<file path="src/logic/brs_pkg.sv">
// Package for the break and reset status register bank.
// Assumes an Avalon-MM slave with 32-bit data and byte addressing.
package brs_pkg;

  // Printed offsets are not all multiples of four: they are indices,
  // and the byte address is four times the index.
  localparam logic [15:0] BREAK_STATUS_IDX   = 16'hfe00;
  localparam logic [15:0] RESET_CAUSE_IDX    = 16'hfe01;
  localparam logic [15:0] BREAK_FLAG_CTL_IDX = 16'hfe03;
  localparam logic [15:0] IRQ_STATUS_IDX     = 16'hfe08;
  localparam logic [15:0] IRQ_MASK_IDX       = 16'hfe09;

  localparam int ADDR_W = 18;

  // Break status register fields
  localparam int BREAK_EXIT_BIT = 1;
  // Break flag control register fields
  localparam int BREAK_FLAG_CLEAR_EN_BIT = 7;
  // Reset cause register fields
  localparam int CAUSE_BROWNOUT_BIT = 1;
  localparam int CAUSE_MONITOR_BIT  = 2;
  localparam int CAUSE_BAD_FETCH_BIT = 3;
  localparam int CAUSE_BAD_OPCODE_BIT = 4;
  localparam int CAUSE_WATCHDOG_BIT = 5;
  localparam int CAUSE_PIN_BIT      = 6;
  localparam int CAUSE_POWER_ON_BIT = 7;
  // Interrupt status/mask fields
  localparam int IRQ_BREAK_EXIT_BIT = 0;
  localparam int IRQ_RESET_SEEN_BIT = 1;

  localparam logic [7:0] BREAK_STATUS_RST   = 8'h00;
  localparam logic [7:0] RESET_CAUSE_RST    = 8'h00;
  localparam logic [7:0] BREAK_FLAG_CTL_RST = 8'h00;
  localparam logic [7:0] IRQ_STATUS_RST     = 8'h00;
  localparam logic [7:0] IRQ_MASK_RST       = 8'h00;
  localparam logic [7:0] BREAK_STATUS_MASK  = 8'h02;
  localparam logic [7:0] BREAK_FLAG_CTL_MASK = 8'h80;
  localparam logic [7:0] IRQ_MASK_BITS      = 8'h03;

  // Reset source pulses, one bit per cause
  typedef struct packed {
    logic powerOn;
    logic pin;
    logic watchdog;
    logic badOpcode;
    logic badFetch;
    logic monitorEntry;
    logic brownout;
  } brs_reset_src_s;

  typedef enum logic [1:0] {
    BRS_IDLE,
    BRS_ANSWER
  } brs_bus_e;

endpackage

</file>
<file path="src/logic/brs_regs.sv">
// Break status, reset cause and break flag control registers with an
// interrupt status/mask pair, on an Avalon-MM slave.
// Assumes resetSrc pulses and breakExitEvt come from logic on clk.
//
// Summary of operation
// - Five registers sit at fixed word indices, all reachable by ordinary software access.
// - Break interrupt ending stop or wait sets the break-exit flag.
// - Writing 0 clears the break-exit flag; any reset clears it too.
// - Reading the reset cause register returns its value, then clears every flag.
// - Power-on reset sets its flag and clears all other cause flags.
// - Other resets set only their own flag, leaving the rest.
// - External reset pin assertion sets the pin reset flag.
// - Watchdog timeout sets the watchdog reset flag.
// - Illegal opcode decode sets the bad-opcode reset flag.
// - Only opcode fetch from illegal address sets bad-fetch flag, not data accesses.
// - Monitor entry with zero reset vector after power-on sets monitor flag.
// - Low-voltage inhibit reset sets the brownout reset flag.
// - Clear-enable bit is read/write; when 0 break-state flag clears are blocked.
// - Flag cleared in break with clearing enabled stays cleared after break.
// - Two-step clears stay protected in break; second step after break clears.
//
// Decided for this implementation: the Avalon-MM slave port.
`timescale 1ns/1ps
`default_nettype none

module brs_regs
  import brs_pkg::*;
(
  input  wire logic                clk,
  input  wire logic                srst,
  input  wire logic [ADDR_W-1:0]   avsAddress,
  input  wire logic                avsRead,
  input  wire logic                avsWrite,
  input  wire logic [31:0]         avsWritedata,
  input  wire logic [3:0]          avsByteenable,
  output logic [31:0]              avsReaddata,
  output logic                     avsWaitrequest,
  output logic [1:0]               avsResponse,
  input  wire brs_reset_src_s      resetSrc,
  input  wire logic                breakExitEvt,
  input  wire logic                breakState,
  input  wire logic                flagClearReq,
  output logic                     flagClearAllow,
  output logic                     irq
);

  // ---------------------------------------------------------------
  // Bus decode
  // ---------------------------------------------------------------
  function automatic logic hit(input logic [ADDR_W-1:0] a, input logic [15:0] idx);
    hit = (a[1:0] == 2'h0) && (a[ADDR_W-1:2] == idx);
  endfunction

  brs_bus_e    busState;
  brs_bus_e    next_busState;
  logic [31:0] next_avsReaddata;
  logic [1:0]  next_avsResponse;

  logic [7:0] breakStatus;
  logic [7:0] resetCause;
  logic [7:0] breakFlagCtl;
  logic [7:0] irqStatus;
  logic [7:0] irqMask;
  logic [7:0] next_breakStatus;
  logic [7:0] next_resetCause;
  logic [7:0] next_breakFlagCtl;
  logic [7:0] next_irqStatus;
  logic [7:0] next_irqMask;

  logic       take;
  logic       wrLow;
  logic       anyReset;

  // One-cycle answer: the request is taken in IDLE, waitrequest drops in ANSWER
  assign take           = (busState == BRS_IDLE) && (avsRead || avsWrite);
  assign avsWaitrequest = (busState != BRS_ANSWER);
  assign wrLow          = avsWrite && avsByteenable[0];
  assign anyReset       = |resetSrc;

  // ---------------------------------------------------------------
  // Next-state logic
  // ---------------------------------------------------------------
  always_comb begin
    next_busState     = busState;
    next_avsReaddata  = avsReaddata;
    next_avsResponse  = avsResponse;
    next_breakStatus  = breakStatus;
    next_resetCause   = resetCause;
    next_breakFlagCtl = breakFlagCtl;
    next_irqStatus    = irqStatus;
    next_irqMask      = irqMask;

    case (busState)
      BRS_IDLE: begin
        if (take) begin
          next_busState    = BRS_ANSWER;
          next_avsReaddata = 32'h0000_0000;
          next_avsResponse = 2'h0;
          if (hit(avsAddress, BREAK_STATUS_IDX)) begin
            next_avsReaddata[7:0] = breakStatus & BREAK_STATUS_MASK;
            if (wrLow && !avsWritedata[BREAK_EXIT_BIT])
              next_breakStatus[BREAK_EXIT_BIT] = 1'b0;
          end else if (hit(avsAddress, RESET_CAUSE_IDX)) begin
            next_avsReaddata[7:0] = resetCause;
            if (avsRead)
              next_resetCause = 8'h00;
          end else if (hit(avsAddress, BREAK_FLAG_CTL_IDX)) begin
            next_avsReaddata[7:0] = breakFlagCtl & BREAK_FLAG_CTL_MASK;
            if (wrLow)
              next_breakFlagCtl = avsWritedata[7:0] & BREAK_FLAG_CTL_MASK;
          end else if (hit(avsAddress, IRQ_STATUS_IDX)) begin
            next_avsReaddata[7:0] = irqStatus;
            if (wrLow)
              next_irqStatus = irqStatus & ~(avsWritedata[7:0] & IRQ_MASK_BITS);
          end else if (hit(avsAddress, IRQ_MASK_IDX)) begin
            next_avsReaddata[7:0] = irqMask;
            if (wrLow)
              next_irqMask = avsWritedata[7:0] & IRQ_MASK_BITS;
          end else begin
            next_avsResponse = 2'h2;
          end
        end
      end
      BRS_ANSWER: begin
        next_busState = BRS_IDLE;
      end
      default: begin
        next_busState = BRS_IDLE;
      end
    endcase

    // Hardware events win over a same-cycle software clear
    if (breakExitEvt)
      next_breakStatus[BREAK_EXIT_BIT] = 1'b1;
    if (anyReset)
      next_breakStatus[BREAK_EXIT_BIT] = 1'b0;

    if (resetSrc.powerOn) begin
      next_resetCause = 8'h00;
      next_resetCause[CAUSE_POWER_ON_BIT] = 1'b1;
    end
    // Other causes only add their own bit
    if (resetSrc.pin)
      next_resetCause[CAUSE_PIN_BIT] = 1'b1;
    if (resetSrc.watchdog)
      next_resetCause[CAUSE_WATCHDOG_BIT] = 1'b1;
    if (resetSrc.badOpcode)
      next_resetCause[CAUSE_BAD_OPCODE_BIT] = 1'b1;
    if (resetSrc.badFetch)
      next_resetCause[CAUSE_BAD_FETCH_BIT] = 1'b1;
    if (resetSrc.monitorEntry)
      next_resetCause[CAUSE_MONITOR_BIT] = 1'b1;
    if (resetSrc.brownout)
      next_resetCause[CAUSE_BROWNOUT_BIT] = 1'b1;

    if (breakExitEvt)
      next_irqStatus[IRQ_BREAK_EXIT_BIT] = 1'b1;
    if (anyReset)
      next_irqStatus[IRQ_RESET_SEEN_BIT] = 1'b1;
  end

  // ---------------------------------------------------------------
  // Break-state flag clear gate
  // ---------------------------------------------------------------
  // Peripherals apply each clearing step only when allowed; a first step
  // done before break still needs an allowed second step, and a cleared
  // flag is never restored here.
  assign flagClearAllow = flagClearReq &&
                          (!breakState || breakFlagCtl[BREAK_FLAG_CLEAR_EN_BIT]);

  assign irq = |(irqStatus & irqMask);

  // ---------------------------------------------------------------
  // Registers
  // ---------------------------------------------------------------
  always_ff @(posedge clk) begin
    if (srst) begin
      busState     <= BRS_IDLE;
      avsReaddata  <= 32'h0000_0000;
      avsResponse  <= 2'h0;
      breakStatus  <= BREAK_STATUS_RST;
      resetCause   <= RESET_CAUSE_RST;
      breakFlagCtl <= BREAK_FLAG_CTL_RST;
      irqStatus    <= IRQ_STATUS_RST;
      irqMask      <= IRQ_MASK_RST;
    end else begin
      busState     <= next_busState;
      avsReaddata  <= next_avsReaddata;
      avsResponse  <= next_avsResponse;
      breakStatus  <= next_breakStatus;
      resetCause   <= next_resetCause;
      breakFlagCtl <= next_breakFlagCtl;
      irqStatus    <= next_irqStatus;
      irqMask      <= next_irqMask;
    end
  end

endmodule

`default_nettype wire

</file>
<file path="config.mk">
export PLATFORM = sky130hd
export DESIGN_NAME = brs_regs
export DESIGN_NICKNAME = d
export VERILOG_FILES = /design/src/logic/brs_pkg.sv /design/src/logic/brs_regs.sv
export SDC_FILE = /design/constraint.sdc
export NUM_CORES = 1
export LEC_CHECK = 0
export BUFFER_PORTS_ARGS = -buffer_cell sky130_fd_sc_hd__buf_2
export CORE_MARGIN = 2
export CORE_UTILIZATION = 42
export CTS_CLUSTER_SIZE = 20
export DETAILED_ROUTE_END_ITERATION = 12
export GPL_TIMING_DRIVEN = 1
export MAX_ROUTING_LAYER = met4
export PLACE_DENSITY = 0.87
export SLEW_MARGIN = 20
export SYNTH_ARGS = -nofsm -noshare
export SYNTH_HDL_FRONTEND = slang
export SYNTH_SLANG_ARGS = --single-unit
</file>
<file path="constraint.sdc">
create_clock -name clk -period 2.75 [get_ports clk]
set_clock_uncertainty 0.15 [all_clocks]
set_input_delay 0.275 -clock clk [delete_from_list [all_inputs] [get_ports clk]]
set_output_delay 0.275 -clock clk [all_outputs]
set_load 0.01 [all_outputs]
</file>
# Word-level counts from Yosys, hierarchy flattened

Cells that the tools add are included.

Bits in writable memories: 0
Flip-flop bits (word level): 30
Memories kept: 0
Latch bits: 0
Bits in read-only memories: 0

Shift operators: 0
$lt $le $gt $ge: 0
Reductions and logical operators: 71
Bitwise gates (word level): 9
Eq/ne operators: 18
Add/sub/neg operators: 0
Muxes and demuxes: 36
Divide/modulo/power cells: 0
Multipliers: 0

Operators with widths:

| cell                   | count |
|---|---|
| $eq A16 B16 Y1 const B | 5 |
| $mux W8                | 10 |
| $reduce_bool A3 Y1     | 24 |
| $reduce_and A5 Y1      | 7 |
| $reduce_bool A2 Y1     | 14 |
| $mux W2                | 13 |
| $reduce_and A7 Y1      | 3 |
| $ne A3 B3 Y1 const B   | 6 |
| $reduce_or A8 Y1       | 2 |
| $ne A2 B2 Y1 const B   | 7 |
| $mux W1                | 13 |
| $logic_and A1 B1 Y1    | 9 |
| $and A8 B2 Y8          | 1 |
| $and A8 B8 Y8          | 1 |
| $not A2 Y8             | 1 |
| $reduce_and A8 Y1      | 1 |
| $reduce_or A7 Y1       | 1 |
| $not A1 Y1             | 6 |
| $reduce_and A6 Y1      | 1 |
| $logic_not A2 Y1       | 2 |
| $reduce_and A4 Y1      | 1 |
| $logic_not A1 Y1       | 2 |
| $logic_or A1 B1 Y1     | 2 |
| $reduce_and A2 Y1      | 1 |
| $reduce_or A2 Y1       | 1 |

# Logic depth before layout (Yosys ltp)

Word-level depth: 10
Gate-level depth with buffers: 5
Depth with buffers taken out: 4

# Worst setup path after synthesis

Ideal clock, no wire load.

Path type: input to register
Start: input avsAddress[8]
End: register irqStatus[1]
Data arrival time: 1.207 ns
Setup slack: 1.256 ns
Setup time: 0.137 ns
Buffers on the path: 0
Stages on the path: 4
Data required time: 2.463 ns
Path through: nor4b_4 > nand4_4 > o41ai_2 > a31oi_1

Cells in the longest elaborated chain, start to end: 4
Elaborated cells on any way between the ends: 13

RTL lines:

| element                                                             | RTL line        | source |
|---|---|---|
| from (decl)                                                         | brs_regs.sv:31  | `input wire logic [ADDR_W-1:0] avsAddress,` |
| $eq A16 B16 Y1                                                      | brs_regs.sv:51  | `hit = (a[1:0] == 2'h0) && (a[ADDR_W-1:2] == idx);` |
| $logic_and A1 B1 Y1                                                 | brs_regs.sv:51  |  |
| $ne A2 B2 Y1 (no source line) or $reduce_bool A2 Y1 (tied branches) | n/a             |  |
| $reduce_and A7 Y1 (no source line) (*)                              | n/a             |  |
| to (signal assigned)                                                | brs_regs.sv:193 | `irqStatus <= next_irqStatus;` |
| to (decl)                                                           | brs_regs.sv:62  | `logic [7:0] irqStatus;` |

Mark *: on every way between the ends. The rest lies on a longest branch, timed or not.
A chain may end at the register's enable or synchronous reset.

# Final worst setup path

Start: register busState[0]
End: output avsWaitrequest

Cells in the longest elaborated chain, start to end: 1

RTL lines:

| element                | RTL line        | source |
|---|---|---|
| from (decl)            | brs_regs.sv:54  | `brs_bus_e busState;` |
| from (signal assigned) | brs_regs.sv:187 | `busState <= next_busState;` |
| $not A1 Y1             | n/a             |  |
| to (decl)              | brs_regs.sv:37  | `output logic avsWaitrequest,` |

No other way between the ends.

==> results_dict.tcl <==
set metrics [dict create \
    count_of_vias_placed_by_the_detailed_router 1107 \
    post_synth.cell_area_avg_um2 9.56 \
    grt_pass1_vias 935 \
    setup.worst_path.end "avsWaitrequest" \
    die_width_um 59.4 \
    synth_compound_area_share_pct 20.5 \
    drt_iter0_markers 24 \
    fillerInstances 285 \
    die-area_um2 3530 \
    place.detailed.hpwl_um 2080 \
    endpoint_kind "output pin" \
    vdd_drop_max_v 0.000181 \
    remaining_drc_errors 0 \
    floorplan.initialDensity_pct 43.4 \
    grt.overflow.total 0 \
    inserted_diodes 0 \
    post_synthesis_async_set_or_reset_flop_share_pct 0 \
    finalNetCount 250 \
    dr.pass1.iters 4 \
    cts_tree "built" \
    clock.fmax_mhz 652 \
    synth_enable_flop_cells 0 \
    r2r-start "busState[0]" \
    placementRows 20 \
    synth_top_flop_cell "sky130_fd_sc_hd__dfxtp_1" \
    crit_arrival_ps 1110 \
    power.static_leakage_nw 0.688 \
    antenna_violations_before_repair 0 \
    setup.worst_path.class "register to output pin" \
    synth_seq_area_share_pct 35.7 \
    power_density_normalized_to_cell_area_nw_per_um2 412 \
    io_pins 105 \
    aggregate_negative_setup_slack_ps 0 \
    regToRegSetupSlack_ps 1240 \
    share_of_cells_above_drive_strength_1_pct 38.1 \
    wirelength_um 2520 \
    hold_viol 0 \
    cts_max_path_buffers 2 \
    clk-insertion-delay-late_ps 310 \
    viasPerCell 5.17 \
    clkSinkCount 23 \
    timing.hold.worst.class "input port to register" \
    synth-seq-cells 23 \
    synthDistinctLibCells 37 \
    ctsHoldBuffers 0 \
    finalMaxSlewViolations 0 \
    syn_inst 135 \
    combinational_family_with_the_most_area_after_synthesis "simple AND/OR/NAND/NOR gates" \
    report.final.setup_viol 0 \
    cts_max_level 1 \
    placeableCoreArea_um2 2980 \
    req_time_crit_path_ps 2330 \
    synth.area.mux_share_pct 3.49 \
    cts.reportedPaths.clkPinSlew_ps 120 \
    yosys.area_share.xor_xnor_pct 0 \
    final.period_utilization_pct 55.8 \
    timing.critical_path.from_type "register" \
    die_y_um 59.4 \
    cts-root-buf "sky130_fd_sc_hd__clkbuf_4" \
    gr-usage-all-layers_pct 14.5 \
    outcome "finished clean" \
    place.gp.congestion 0.865 \
    cts_buffers 3 \
    dp_worst_setup_slack_ps 992 \
    worst-r2r-cell-count 3 \
    cap_viol_max_count 0 \
    timing.rr.end "irqMask[1]" \
    route.antenna.remaining_nets 0 \
    postLayoutSetupSlackWorst_ps 1220 \
    post_cts.repair.setup_buffers 0 \
    port_buffers 47 \
    fin_total_pwr_mw 0.609 \
    routedWlPerCell_um 11.8 \
    critPathMaxFanout 9 \
    syn_area_um2 1290 \
    min_period_ps 1530 \
    yosys_warnings 0 \
    grt_pass1_wl_um 3880 \
    startpoint "busState[0]" \
    yosys.area_share.simple_pct 22.1 \
    cts-resized-gates 0 \
    synth_fa_ha_area_share_pct 0 \
    rsz_0062_raised_after_global_routing "false" \
    grt_max_degree 14 \
    area_growth_pct 14.6 \
]
power by group:
part           total, mW  internal, mW  switching, mW
logic             0.0984        0.0394         0.0590
registers          0.354         0.345        0.00919
clock network      0.157        0.0544          0.102
total              0.609         0.439          0.170
worst min path at each step:
stage	startpoint	to	cells after the start
2_1_floorplan	srst	busState[0]	1
3_5_place_dp	avsReaddata[7]	avsReaddata[7]	1
4_1_cts	resetSrc[3]	resetCause[4]	2
3_3_place_gp	avsReaddata[7]	avsReaddata[7]	1
6_report	resetSrc[3]	resetCause[4]	2
5_1_grt	resetSrc[4]	resetCause[5]	2
cells by family (layout without fill, tap and decap cells):
logic type	after synthesis	after routing
AND/OR/NAND/NOR	40	40
other	1	25
multiplexers	3	3
buffers and inverters	36	58
AO/OA/AOI/OAI	32	32
flip-flops	23	23
layout make-up:
type	instances	area [um^2]	share of cell area [%]
Multi-Input combinational cell	100	689	46.6
Sequential cell	23	460	31.1
Inverter	7	26.3	1.78
Tap cell	33	41.3	2.79
Clock buffer	3	22.5	1.52
Timing Repair Buffer	47	235	15.9
Clock inverter	1	5.00	0.338
layout by cell type, fill, tap and decap left out, types with 2 or more instances in the layout:
master,n
sky130_fd_sc_hd__buf_2,47
sky130_fd_sc_hd__conb_1,25
sky130_fd_sc_hd__dfxtp_1,23
sky130_fd_sc_hd__nand3_1,9
sky130_fd_sc_hd__inv_1,7
sky130_fd_sc_hd__nor2_1,7
sky130_fd_sc_hd__o2bb2ai_1,6
sky130_fd_sc_hd__a22o_2,5
sky130_fd_sc_hd__a21oi_1,5
sky130_fd_sc_hd__nor3_1,4
sky130_fd_sc_hd__o21ai_0,3
sky130_fd_sc_hd__nor4_1,3
sky130_fd_sc_hd__nand4_1,3
sky130_fd_sc_hd__clkbuf_4,3
sky130_fd_sc_hd__a22o_1,2
sky130_fd_sc_hd__nor4b_4,2
sky130_fd_sc_hd__and4_4,2
sky130_fd_sc_hd__a32o_1,2
sky130_fd_sc_hd__mux2_2,2
sky130_fd_sc_hd__nand2_1,2
sky130_fd_sc_hd__o41ai_2,2
sky130_fd_sc_hd__a31oi_1,2
state kept, by name, indices dropped and copies added (netlist names):
signal	count
resetCause	7
breakFlagCtl	1
avsResponse	1
busState	1
avsReaddata	8
irqStatus	2
irqMask	2
breakStatus	1
worst max-delay path, stage by stage, from the launching register on:
cell and delay (ps):
sky130_fd_sc_hd__dfxtp_1 540, sky130_fd_sc_hd__inv_1 100, sky130_fd_sc_hd__buf_2 150
synth_stat cells (2+ instances only):
master | instances | area, um^2
sky130_fd_sc_hd__nor2_1 | 7 | 26.3
sky130_fd_sc_hd__and4_4 | 2 | 22.5
sky130_fd_sc_hd__o21ai_0 | 3 | 15.0
sky130_fd_sc_hd__nor4b_4 | 2 | 47.6
sky130_fd_sc_hd__buf_2 | 2 | 10.0
sky130_fd_sc_hd__nand4_1 | 3 | 18.8
sky130_fd_sc_hd__dfxtp_1 | 23 | 460
sky130_fd_sc_hd__nand3_1 | 9 | 45.0
sky130_fd_sc_hd__nand2_1 | 2 | 7.51
sky130_fd_sc_hd__a22o_1 | 2 | 17.5
sky130_fd_sc_hd__buf_4 | 25 | 188
sky130_fd_sc_hd__a21oi_1 | 5 | 25.0
sky130_fd_sc_hd__a22o_2 | 5 | 50.1
sky130_fd_sc_hd__o41ai_2 | 2 | 32.5
sky130_fd_sc_hd__o2bb2ai_1 | 6 | 52.6
sky130_fd_sc_hd__a32o_1 | 2 | 20.0
sky130_fd_sc_hd__clkbuf_1 | 2 | 7.51
sky130_fd_sc_hd__inv_1 | 7 | 26.3
sky130_fd_sc_hd__nor4_1 | 3 | 18.8
sky130_fd_sc_hd__mux2_2 | 2 | 22.5
sky130_fd_sc_hd__a31oi_1 | 2 | 12.5
sky130_fd_sc_hd__nor3_1 | 4 | 20.0
layer usage:
metal,vias to the layer above,global-route usage (%),wire (um)
li1,545,-,-
met1,514,15.4,992
met2,44,25.6,1340
met3,4,3.06,153
met4,0,6.49,38
met5,-,-,0
through the flow:
step           cell area [um^2]  hold slack (ps)  instances  util, %
6_report                   1480             20.7        214     49.7
5_1_grt                    1480             13.3        214     49.7
4_1_cts                    1480             26.2        214     49.7
3_5_place_dp               1450              305        210     48.8
3_3_place_gp               1450              300        210     48.8
2_1_floorplan              1380              210        159        -
Power figures use the tool's default switching activity.
